==> src/hw/rec_pkg.sv <==
package rec_pkg;

   // Clock and time base
   localparam int CLK_PERIOD_NS = 10;
   localparam int MS_NS         = 1000000;
   localparam int MS_CYCLES     = (MS_NS + CLK_PERIOD_NS - 1) / CLK_PERIOD_NS;

   // Trigger delay and sweep limits
   localparam int DELAY_MAX_S   = 1000;
   localparam int DELAY_MAX_MS  = DELAY_MAX_S * 1000;
   localparam int MAX_SWEEPS    = 200000;
   localparam int PCT_FULL      = 100;

   // Word tags toward storage
   localparam logic [1:0] TAG_SMP = 2'h0;
   localparam logic [1:0] TAG_OVR = 2'h1;
   localparam logic [1:0] TAG_SWP = 2'h2;

   typedef enum logic [1:0] {
      MODE_MANUAL = 2'h0,
      MODE_CIRC   = 2'h1,
      MODE_TIMED  = 2'h2,
      MODE_TRIG   = 2'h3
   } rec_mode_type;

   typedef enum logic [1:0] {
      ST_IDLE = 2'h0,
      ST_RUN  = 2'h1,
      ST_SUSP = 2'h3
   } rec_state_type;

   typedef enum logic [1:0] {
      SW_ARM  = 2'h0,
      SW_DLY  = 2'h1,
      SW_POST = 2'h3,
      SW_DUMP = 2'h2
   } swp_state_type;

endpackage

==> src/hw/rec_stream_if.sv <==
`timescale 1ns/1ns
interface rec_stream_if #(parameter int W = 8);
   logic         valid;
   logic         ready;
   logic [W-1:0] data;
   modport src (output valid, output data, input ready);
   modport snk (input valid, input data, output ready);
endinterface

==> src/hw/acq_rec_ctrl.sv <==
`timescale 1ns/1ns
module acq_rec_ctrl import rec_pkg::*; #(
   parameter int          DW      = 16,
   parameter int          FIFO_AW = 4,
   parameter int          SWP_AW  = 4,
   parameter int          ADDR_W  = 24,
   parameter int          MAX_SWP = MAX_SWEEPS,
   parameter int unsigned MS_CYC  = MS_CYCLES
) (
   // Clock and reset
   input  wire logic                   core_clk_i,
   input  wire logic                   rst_i,
   // User commands
   input  wire logic                   start_i,
   input  wire logic                   stop_i,
   // Configuration
   input  wire logic [1:0]             mode_i,
   input  wire logic                   dual_i,
   input  wire logic [ADDR_W-1:0]      hist_len_i,
   input  wire logic [31:0]            dur_ms_i,
   input  wire logic [SWP_AW:0]        sweep_len_i,
   input  wire logic [6:0]             pretrig_pct_i,
   input  wire logic [19:0]            delay_ms_i,
   // Asynchronous pins
   input  wire logic                   trig_i,
   input  wire logic                   store_full_i,
   // Sample input
   input  wire logic                   smp_valid_i,
   input  wire logic [DW-1:0]          smp_data_i,
   // Storage stream
   output logic                        rec_valid_o,
   input  wire logic                   rec_ready_i,
   output logic [1+ADDR_W+DW:0]        rec_data_o,
   // Status
   output logic                        rec_active_o,
   output logic                        suspended_o,
   output logic [17:0]                 sweep_cnt_o
);
   localparam int PW     = 2 + ADDR_W + DW;
   localparam int FDEPTH = 1 << FIFO_AW;
   localparam int SDEPTH = 1 << SWP_AW;

   typedef struct packed {
      rec_state_type      st;
      swp_state_type      sw;
      logic               t1;
      logic               t2;
      logic               t3;
      logic               f1;
      logic               f2;
      logic [1:0]         mode;
      logic               dual;
      logic [ADDR_W-1:0]  hist;
      logic [31:0]        dur;
      logic [SWP_AW:0]    slen;
      logic [SWP_AW:0]    pre_len;
      logic [19:0]        dly;
      logic [31:0]        tick;
      logic [31:0]        el;
      logic [19:0]        dcnt;
      logic [FIFO_AW-1:0] wp;
      logic [FIFO_AW-1:0] rp;
      logic [FIFO_AW:0]   fcnt;
      logic               note;
      logic [15:0]        ovr;
      logic [ADDR_W-1:0]  oaddr;
      logic [SWP_AW-1:0]  swp;
      logic [SWP_AW-1:0]  srd;
      logic [SWP_AW:0]    have;
      logic [SWP_AW:0]    rem;
      logic [SWP_AW:0]    tot;
      logic [SWP_AW:0]    sidx;
      logic [17:0]        scnt;
   } ctrl_type;

   ctrl_type           s;
   ctrl_type           n;
   logic [DW+1:0]      fifo_mem [FDEPTH];
   logic [DW-1:0]      swp_mem  [SDEPTH];
   logic               fifo_we;
   logic [DW+1:0]      fifo_wd;
   logic               swp_we;
   logic               trig;
   logic               cap;
   logic               fempty;
   logic               ffull;
   logic               pop;
   logic               swp_pop;
   logic               samp_in;
   logic               endc;
   logic               tick;
   logic               buf_valid;
   logic [PW-1:0]      buf_data;
   logic [SWP_AW:0]    h;
   logic [SWP_AW:0]    sl;
   logic [6:0]         pc;

   rec_stream_if #(.W(PW)) bin ();
   rec_stream_if #(.W(PW)) bout ();

   assign bin.valid    = buf_valid;
   assign bin.data     = buf_data;
   assign bout.ready   = rec_ready_i;
   assign rec_valid_o  = bout.valid;
   assign rec_data_o   = bout.data;
   assign rec_active_o = cap;
   assign suspended_o  = (s.st == ST_SUSP);
   assign sweep_cnt_o  = s.scnt;

   // Two-entry buffer absorbs storage stalls
   rec_skid #(.W(PW)) u_skid (
      .clk_i (core_clk_i),
      .rst_i (rst_i),
      .up    (bin.snk),
      .dn    (bout.src)
   );

   always_comb begin
      n       = s;
      fifo_we = 1'b0;
      fifo_wd = {TAG_SMP, smp_data_i};
      swp_we  = 1'b0;
      h       = s.have;
      sl      = '0;
      pc      = '0;
      // Pins pass two flops; third flop only for edge detect
      n.t1 = trig_i;
      n.t2 = s.t1;
      n.t3 = s.t2;
      n.f1 = store_full_i;
      n.f2 = s.f1;
      trig = s.t2 && !s.t3;
      tick = (s.tick == MS_CYC - 1);
      n.tick = tick ? 32'h0 : s.tick + 32'h1;
      cap    = (s.st != ST_IDLE);
      fempty = (s.fcnt == '0);
      ffull  = (s.fcnt == (FIFO_AW+1)'(FDEPTH));

      // Continuous words first, sweep words only when FIFO is empty
      buf_valid = !fempty || (s.sw == SW_DUMP);
      if (!fempty)
         buf_data = {fifo_mem[s.rp][DW+1:DW], s.oaddr, fifo_mem[s.rp][DW-1:0]};
      else
         buf_data = {TAG_SWP, ADDR_W'(s.sidx), swp_mem[s.srd]};
      pop     = !fempty && bin.ready;
      swp_pop = fempty && (s.sw == SW_DUMP) && bin.ready;
      if (pop) begin
         n.rp = s.rp + 1'b1;
         if (s.mode == MODE_CIRC && s.oaddr == s.hist - 1'b1) n.oaddr = '0;
         else n.oaddr = s.oaddr + 1'b1;
      end

      if (cap && tick) n.el = s.el + 32'h1;
      samp_in = (s.st == ST_RUN) && smp_valid_i && !ffull;

      unique case (s.st)
         ST_IDLE: begin
            if (start_i) begin
               // Configuration frozen for the whole recording
               sl        = (sweep_len_i == '0) ? (SWP_AW+1)'(1) : sweep_len_i;
               if (sl > (SWP_AW+1)'(SDEPTH)) sl = (SWP_AW+1)'(SDEPTH);
               pc        = (pretrig_pct_i > 7'(PCT_FULL)) ? 7'(PCT_FULL) : pretrig_pct_i;
               n.mode    = mode_i;
               n.dual    = dual_i;
               n.hist    = hist_len_i;
               n.dur     = dur_ms_i;
               n.slen    = sl;
               n.pre_len = (SWP_AW+1)'((32'(sl) * 32'(pc)) / 32'(PCT_FULL));
               n.dly     = (delay_ms_i > 20'(DELAY_MAX_MS)) ? 20'(DELAY_MAX_MS) : delay_ms_i;
               n.st      = ST_RUN;
               n.el      = '0;
               n.scnt    = '0;
               n.note    = 1'b0;
               n.oaddr   = '0;
               // Pre samples of an earlier recording must not count
               n.have    = '0;
            end
         end
         ST_RUN: begin
            if (smp_valid_i) begin
               if (ffull) begin
                  // Incoming sample is not recorded; queue kept intact
                  n.st   = ST_SUSP;
                  n.note = 1'b1;
                  n.ovr  = s.ovr + 16'h1;
               end else begin
                  fifo_we = 1'b1;
               end
            end
         end
         ST_SUSP: begin
            if (fempty) begin
               // Gap marker goes in ahead of the first resumed sample
               fifo_we = 1'b1;
               fifo_wd = {TAG_OVR, DW'(s.ovr)};
               n.note  = 1'b0;
               n.st    = ST_RUN;
            end
         end
      endcase

      endc = stop_i
           || (s.f2 && s.mode != MODE_CIRC)
           || (trig && !s.dual && (s.mode == MODE_CIRC || s.mode == MODE_TRIG))
           || (s.mode == MODE_TIMED && s.el >= s.dur);
      if (cap && endc) n.st = ST_IDLE;

      if (fifo_we) n.wp = s.wp + 1'b1;
      n.fcnt = s.fcnt + (FIFO_AW+1)'(fifo_we) - (FIFO_AW+1)'(pop);

      // Sweep engine
      unique case (s.sw)
         SW_ARM: begin
            if (samp_in && s.dual) begin
               swp_we = 1'b1;
               n.swp  = s.swp + 1'b1;
               h      = (s.have < s.pre_len) ? s.have + 1'b1 : s.pre_len;
               n.have = h;
            end
            if (cap && s.dual && trig && 32'(s.scnt) < MAX_SWP) begin
               if (s.dly != '0) begin
                  n.sw   = SW_DLY;
                  n.dcnt = s.dly;
               end else begin
                  // Only the pre-trigger samples really held are kept
                  n.srd  = n.swp - h[SWP_AW-1:0];
                  n.rem  = s.slen - s.pre_len;
                  n.tot  = h + (s.slen - s.pre_len);
                  n.sidx = '0;
                  // Nothing held and nothing to follow: no sweep at all
                  if (s.slen != s.pre_len) n.sw = SW_POST;
                  else if (h != '0) n.sw = SW_DUMP;
               end
            end
         end
         SW_DLY: begin
            if (tick) begin
               n.dcnt = s.dcnt - 20'h1;
               if (s.dcnt == 20'h1) begin
                  n.sw   = SW_POST;
                  n.srd  = s.swp;
                  n.rem  = s.slen;
                  n.tot  = s.slen;
                  n.sidx = '0;
               end
            end
         end
         SW_POST: begin
            if (samp_in) begin
               swp_we = 1'b1;
               n.swp  = s.swp + 1'b1;
               n.rem  = s.rem - 1'b1;
               if (s.rem == (SWP_AW+1)'(1)) n.sw = SW_DUMP;
            end
         end
         SW_DUMP: begin
            if (swp_pop) begin
               n.srd  = s.srd + 1'b1;
               n.sidx = s.sidx + 1'b1;
               if (s.sidx == s.tot - 1'b1) begin
                  n.sw   = SW_ARM;
                  n.have = '0;
                  n.scnt = s.scnt + 18'h1;
               end
            end
         end
      endcase
      // Recording ended mid-sweep: the unfinished sweep is dropped
      if (!cap && (s.sw == SW_DLY || s.sw == SW_POST)) begin
         n.sw   = SW_ARM;
         n.have = '0;
      end
   end

   always_ff @(posedge core_clk_i or posedge rst_i) begin
      if (rst_i) s <= '0;
      else s <= n;
   end

   // Storage arrays carry no reset on purpose
   always_ff @(posedge core_clk_i) begin
      if (fifo_we) fifo_mem[s.wp] <= fifo_wd;
      if (swp_we) swp_mem[s.swp] <= smp_data_i;
   end

   AST_START: assert property (@(posedge core_clk_i) disable iff (rst_i)
      (s.st == ST_IDLE && start_i) |=> (s.st == ST_RUN))
      else $error("start did not begin capture");
   AST_MANUAL_FULL: assert property (@(posedge core_clk_i) disable iff (rst_i)
      (cap && s.mode == MODE_MANUAL && s.f2) |=> (s.st == ST_IDLE))
      else $error("manual capture kept going on full storage");
   AST_CIRC_WRAP: assert property (@(posedge core_clk_i) disable iff (rst_i)
      (pop && s.mode == MODE_CIRC && s.oaddr == s.hist - 1'b1) |=> (s.oaddr == '0))
      else $error("circular address did not wrap");
   AST_TIMED_END: assert property (@(posedge core_clk_i) disable iff (rst_i)
      (cap && s.mode == MODE_TIMED && s.el >= s.dur) |=> (s.st == ST_IDLE))
      else $error("timed capture overran its duration");
   AST_TRIG_END: assert property (@(posedge core_clk_i) disable iff (rst_i)
      (cap && s.mode == MODE_TRIG && !s.dual && s.t2 && !s.t3) |=> (s.st == ST_IDLE))
      else $error("trigger did not stop capture");
   AST_SUSPEND: assert property (@(posedge core_clk_i) disable iff (rst_i)
      (s.st == ST_RUN && smp_valid_i && ffull && !endc) |=>
      (s.st == ST_SUSP && s.fcnt == $past(s.fcnt) - (FIFO_AW+1)'($past(pop))))
      else $error("full queue did not suspend");
   AST_RESUME_EMPTY: assert property (@(posedge core_clk_i) disable iff (rst_i)
      ($past(s.st) == ST_SUSP && s.st == ST_RUN) |-> ($past(s.fcnt) == '0))
      else $error("resumed before queue emptied");
   AST_NOTE: assert property (@(posedge core_clk_i) disable iff (rst_i)
      (s.st == ST_SUSP && fempty && !endc) |=> (s.fcnt == (FIFO_AW+1)'(1) && !s.note))
      else $error("overrun note not written");
   AST_DELAY_POST: assert property (@(posedge core_clk_i) disable iff (rst_i)
      ($past(s.sw) == SW_DLY && s.sw == SW_POST) |-> (s.rem == s.slen && s.tot == s.slen))
      else $error("delayed sweep not all post-trigger");
   AST_SWEEP_MAX: assert property (@(posedge core_clk_i) disable iff (rst_i)
      32'(s.scnt) <= MAX_SWP)
      else $error("sweep count above limit");
   AST_PRIO: assert property (@(posedge core_clk_i) disable iff (rst_i)
      (!fempty && s.sw == SW_DUMP) |=> $stable(s.srd))
      else $error("sweep word sent ahead of continuous data");
   AST_LATCH: assert property (@(posedge core_clk_i) disable iff (rst_i)
      (cap && $past(cap)) |-> ($stable(s.mode) && $stable(s.pre_len) && $stable(s.dly)))
      else $error("configuration changed during capture");

   COV_SUSPEND: cover property (@(posedge core_clk_i) disable iff (rst_i)
      s.st == ST_RUN ##1 s.st == ST_SUSP);
   COV_RESUME: cover property (@(posedge core_clk_i) disable iff (rst_i)
      s.st == ST_SUSP ##1 s.st == ST_RUN);
   COV_DUMP_DONE: cover property (@(posedge core_clk_i) disable iff (rst_i)
      s.sw == SW_DUMP ##1 s.sw == SW_ARM);
   COV_DELAY: cover property (@(posedge core_clk_i) disable iff (rst_i)
      s.sw == SW_DLY ##1 s.sw == SW_POST);
endmodule

==> src/hw/rec_skid.sv <==
`timescale 1ns/1ns
module rec_skid #(
   parameter int W = 8
) (
   // Clock and reset
   input wire logic   clk_i,
   input wire logic   rst_i,
   // Streams
   rec_stream_if.snk  up,
   rec_stream_if.src  dn
);
   typedef struct packed {
      logic [W-1:0] e0;
      logic [W-1:0] e1;
      logic [1:0]   cnt;
   } skid_type;

   skid_type s;
   skid_type n;
   logic     push;
   logic     pop;

   assign up.ready = (s.cnt != 2'h2);
   assign dn.valid = (s.cnt != 2'h0);
   assign dn.data  = s.e0;

   always_comb begin
      n    = s;
      push = up.valid && up.ready;
      pop  = dn.valid && dn.ready;
      unique case ({push, pop})
         2'b10: begin
            if (s.cnt == 2'h0) n.e0 = up.data;
            else n.e1 = up.data;
            n.cnt = s.cnt + 2'h1;
         end
         2'b01: begin
            n.e0  = s.e1;
            n.cnt = s.cnt - 2'h1;
         end
         2'b11: begin
            if (s.cnt == 2'h1) n.e0 = up.data;
            else begin
               n.e0 = s.e1;
               n.e1 = up.data;
            end
         end
         2'b00: ;
      endcase
   end

   always_ff @(posedge clk_i or posedge rst_i) begin
      if (rst_i) s <= '0;
      else s <= n;
   end

   // Stalled receiver keeps its word
   AST_SKID_HOLD: assert property (@(posedge clk_i) disable iff (rst_i)
      (dn.valid && !dn.ready) |=> (dn.valid && $stable(dn.data)))
      else $error("buffer lost a stalled word");
   COV_SKID_FULL: cover property (@(posedge clk_i) disable iff (rst_i) s.cnt == 2'h2);
endmodule

==> config.mk <==
export PLATFORM = sky130hd
export DESIGN_NAME = acq_rec_ctrl
export DESIGN_NICKNAME = d
export VERILOG_FILES = /design/src/hw/rec_pkg.sv /design/src/hw/rec_stream_if.sv /design/src/hw/acq_rec_ctrl.sv /design/src/hw/rec_skid.sv
export SDC_FILE = /design/constraint.sdc
export NUM_CORES = 2
export LEC_CHECK = 0
export ABC_AREA = 1
export BUFFER_PORTS_ARGS = -buffer_cell sky130_fd_sc_hd__buf_2
export CAP_MARGIN = 20
export CORE_MARGIN = 2
export CORE_UTILIZATION = 55
export DETAILED_ROUTE_END_ITERATION = 12
export GPL_TIMING_DRIVEN = 1
export HOLD_SLACK_MARGIN = 0.05
export MAX_ROUTING_LAYER = met4
export PLACE_DENSITY = 0.72
export SETUP_SLACK_MARGIN = 0.05
export SLEW_MARGIN = 20
export SYNTH_ARGS = -nofsm -noshare
export SYNTH_HDL_FRONTEND = slang
export SYNTH_HIERARCHICAL = 1
export SYNTH_SLANG_ARGS = --single-unit
==> constraint.sdc <==
create_clock -name core_clk_i -period 27 [get_ports core_clk_i]
set_clock_uncertainty 0.05 [all_clocks]
set_input_delay 4.05 -clock core_clk_i [delete_from_list [all_inputs] [get_ports core_clk_i]]
set_output_delay 4.05 -clock core_clk_i [all_outputs]
set_load 0.02 [all_outputs]
==> results.ini <==
[status]
status = completed

[pwr]
switching_share = 0.397
peakVddDrop_v = 0.0000579
pwr-share-seq = 0.362
switchingPower_mw = 1.93
p_leak_nw = 20.4
pwr-share-comb = 0.373
clkPwrFrac = 0.266
p_total_mw = 4.88
power_density_nw_per_um2 = 101
p_int_mw = 2.94

[cells_and_area]
drive_above_1_share = 0.109
final_nets = 4857
multiInputGateArea_um2 = 15500
fillers = 6482
final_util = 0.613
register_area_um2 = 25000
syn2layout_area_growth_pct = 10.7

[synth]
ys_seq_area_frac = 0.574
yosys-top-cells-count = nand2_1 (871), edfxtp_1 (528), inv_1 (484)
synth_edf_count = 528
ys_types = 72
yosysMostFrequentCell = nand2_1
synth_area_leaders = edfxtp_1 (36%), dfrtp_1 (21%), nand2_1 (7.5%)
synth_top_cell_area_share = 0.363
synthCells = 4521
yosysWarnings = 6
netlist_area_um2 = 43600
synthArstFlopShare = 0.410
synth_largest_area_cell = edfxtp_1
ys_ff_latch = 895
synthFlopType = edfxtp_1
postSynthAreaPerCell_um2 = 9.65
syn_nets = 4764

[run]
cap_violations = 0

[setup_path]
start_kind = primary input
crit_path_frequent_cell = nand2_1
worstPathArrival_ns = 10.61
end_kind = flop
crit_family = simple AND/OR/NAND/NOR gates
crit_buf_inv = 8
critPathKind = in2reg
cpMaxStageDelayCell = fa_1
slowest_delay_ns = 0.55
crit_fanout = 18
required_ns = 27.49

[clocking]
post_cts_buffers = 0
cts_tree = built
cts-resized-gates = 0
path_clk_slew_ns = 0.06
cts_buffers = 93
cts.sinks = 895
cts_buffer_depth = 3
cts_hold_buf = 0
clock_latency_ns = 0.66
cts-htree-levels = 3
root_buffer = clkbuf_16

[floorplan]
die_w_um = 286
die-area_um2 = 81600
fp.dieH_um = 286
design.core.area_um2 = 78700
io_pins = 178
initial_core_util = 0.554
core.rowCount = 103

[sta]
setup-tns-final_ns = 0
setup_violations = 0
fin_crit_ns = 10.12
rsz0062_at_grt = false
final-hold-violation-count = 0
period_share = 0.375
finalMaxSlewViolations = 0
worstMarginPinSlew_ns = 1.08
max_freq_ghz = 0.0988
relSlewSlack = 0.276

[routing]
route.detailed.drc = 0
firstDrtPassIters = 6
initialDrtViolationCount = 3189
drt_wl_total_um = 108000
wire_per_inst_um = 18.8
postRouteAntennaNets = 0
via_per_inst = 5.70
dr_total_vias = 32700

[grt]
grtUsageTotal = 0.273
overflow = 0
antenna_found_initial = 2
grt_max_degree = 167
grt_pass1_wl_um = 171000
grt_pass1_vias = 31200

[placed_design]
routabilityCongestion = 0.887
hpwl_um = 67700
port-buffer-count = 177

[hold_path]
min_path_type = reg2reg

==> cells in the final DEF, fill, tap and decap left out, types with 21 or more instances in the layout <==
cell	n
nor3_1	49
dfrtp_1	363
inv_1	479
nand2_2	21
buf_4	65
clkbuf_16	96
nor2_1	449
clkbuf_1	25
ha_1	109
o221ai_1	67
xnor2_1	21
a31oi_1	25
edfxtp_1	528
o21ai_2	22
nor4_1	30
nand4_1	70
o21ai_0	467
nand3_1	192
o22ai_1	49
nand2_1	869
buf_2	177
xor2_1	83
a221oi_1	25
a21oi_1	142
==> through the flow <==
stage               setup WS [ns]  cell area (µm²)  cells  hold WS (ns)
floorplan                   15.15            43600   4521         0.281
CTS                         16.91            48300   5741         0.304
global placement            16.44            45200   5569         0.283
detailed placement          16.31            45200   5569         0.290
global route                16.28            48300   5743         0.312
finish                      16.88            48300   5743         0.305
==> metal layers <==
metal  GRT usage  vias up  part of all wire  wire length, µm
li1            -    15600                 -                -
met1       0.367    15800              0.42            45700
met2       0.431     1142              0.48            51500
met3      0.0377      207             0.071             7610
met4      0.0877        0             0.029             3100
met5           -        -                 0                0
==> registers in the layout, summed over array words and instances (netlist names) <==
| register | flops |
|---|---|
| n | 3 |
| sweep_cnt_o | 18 |
| u_skid/dn.data | 42 |
| fifo_mem | 272 |
| swp_mem | 256 |
| u_skid/s | 44 |
| s | 260 |
==> kinds of logic (layout without fill, tap and decap cells) <==
group           Yosys count  in the layout  share of synthesized area
compound gates          891            891                      0.120
xor+xnor                104            104                     0.0209
fa+ha+maj               128            128                     0.0400
buf+inv                 746            916                     0.0723
flops                   895            895                      0.574
mux                       1              1                   0.000229
other cells               0              2                          0
simple gates           1756           1756                      0.173
==> area by class of cell <==
| type | instances | share of cell area |
|---|---|---|
| timing repair buffer | 243 | 0.0289 |
| inverter | 501 | 0.0393 |
| antenna | 2 | 0.000104 |
| sequential | 895 | 0.519 |
| multi-input combinational | 2880 | 0.322 |
| clock buffer | 132 | 0.0548 |
| tap | 1050 | 0.0272 |
| clock inverter | 40 | 0.00971 |
==> path summary, 6_finish.rpt <==
check	cells past startpoint	start	slack (ns)	to
min reg2reg	0	n[273]$_DFF_PP0_	0.31	s[273]$_DFF_PP0_
min in group asynchronous	2	rst_i	3.42	u_skid/dn.data[39]$_DFFE_PP0P_
max	43	sweep_len_i[2]	16.88	s[204]$_DFFE_PP0P_
min	0	n[273]$_DFF_PP0_	0.31	s[273]$_DFF_PP0_
max in group asynchronous	3	rst_i	21.94	s[224]$_DFFE_PP0P_
max reg2reg	16	s[90]$_DFF_PP0_	22.31	s[22]$_DFFE_PP0P_
==> power groups by stage <==
stage | clock, mW | sequential (mW) | combinational [mW]
after CTS | 1.31 | 1.76 | 1.80
after detailed placement | 0 | 1.79 | 1.79
after global routing | 1.37 | 1.79 | 2.03
after global placement | 0 | 1.78 | 1.75
after floorplan | 0 | 1.74 | 1.36
final | 1.30 | 1.76 | 1.82
Note: power is estimated with default switching activity, not from simulation.
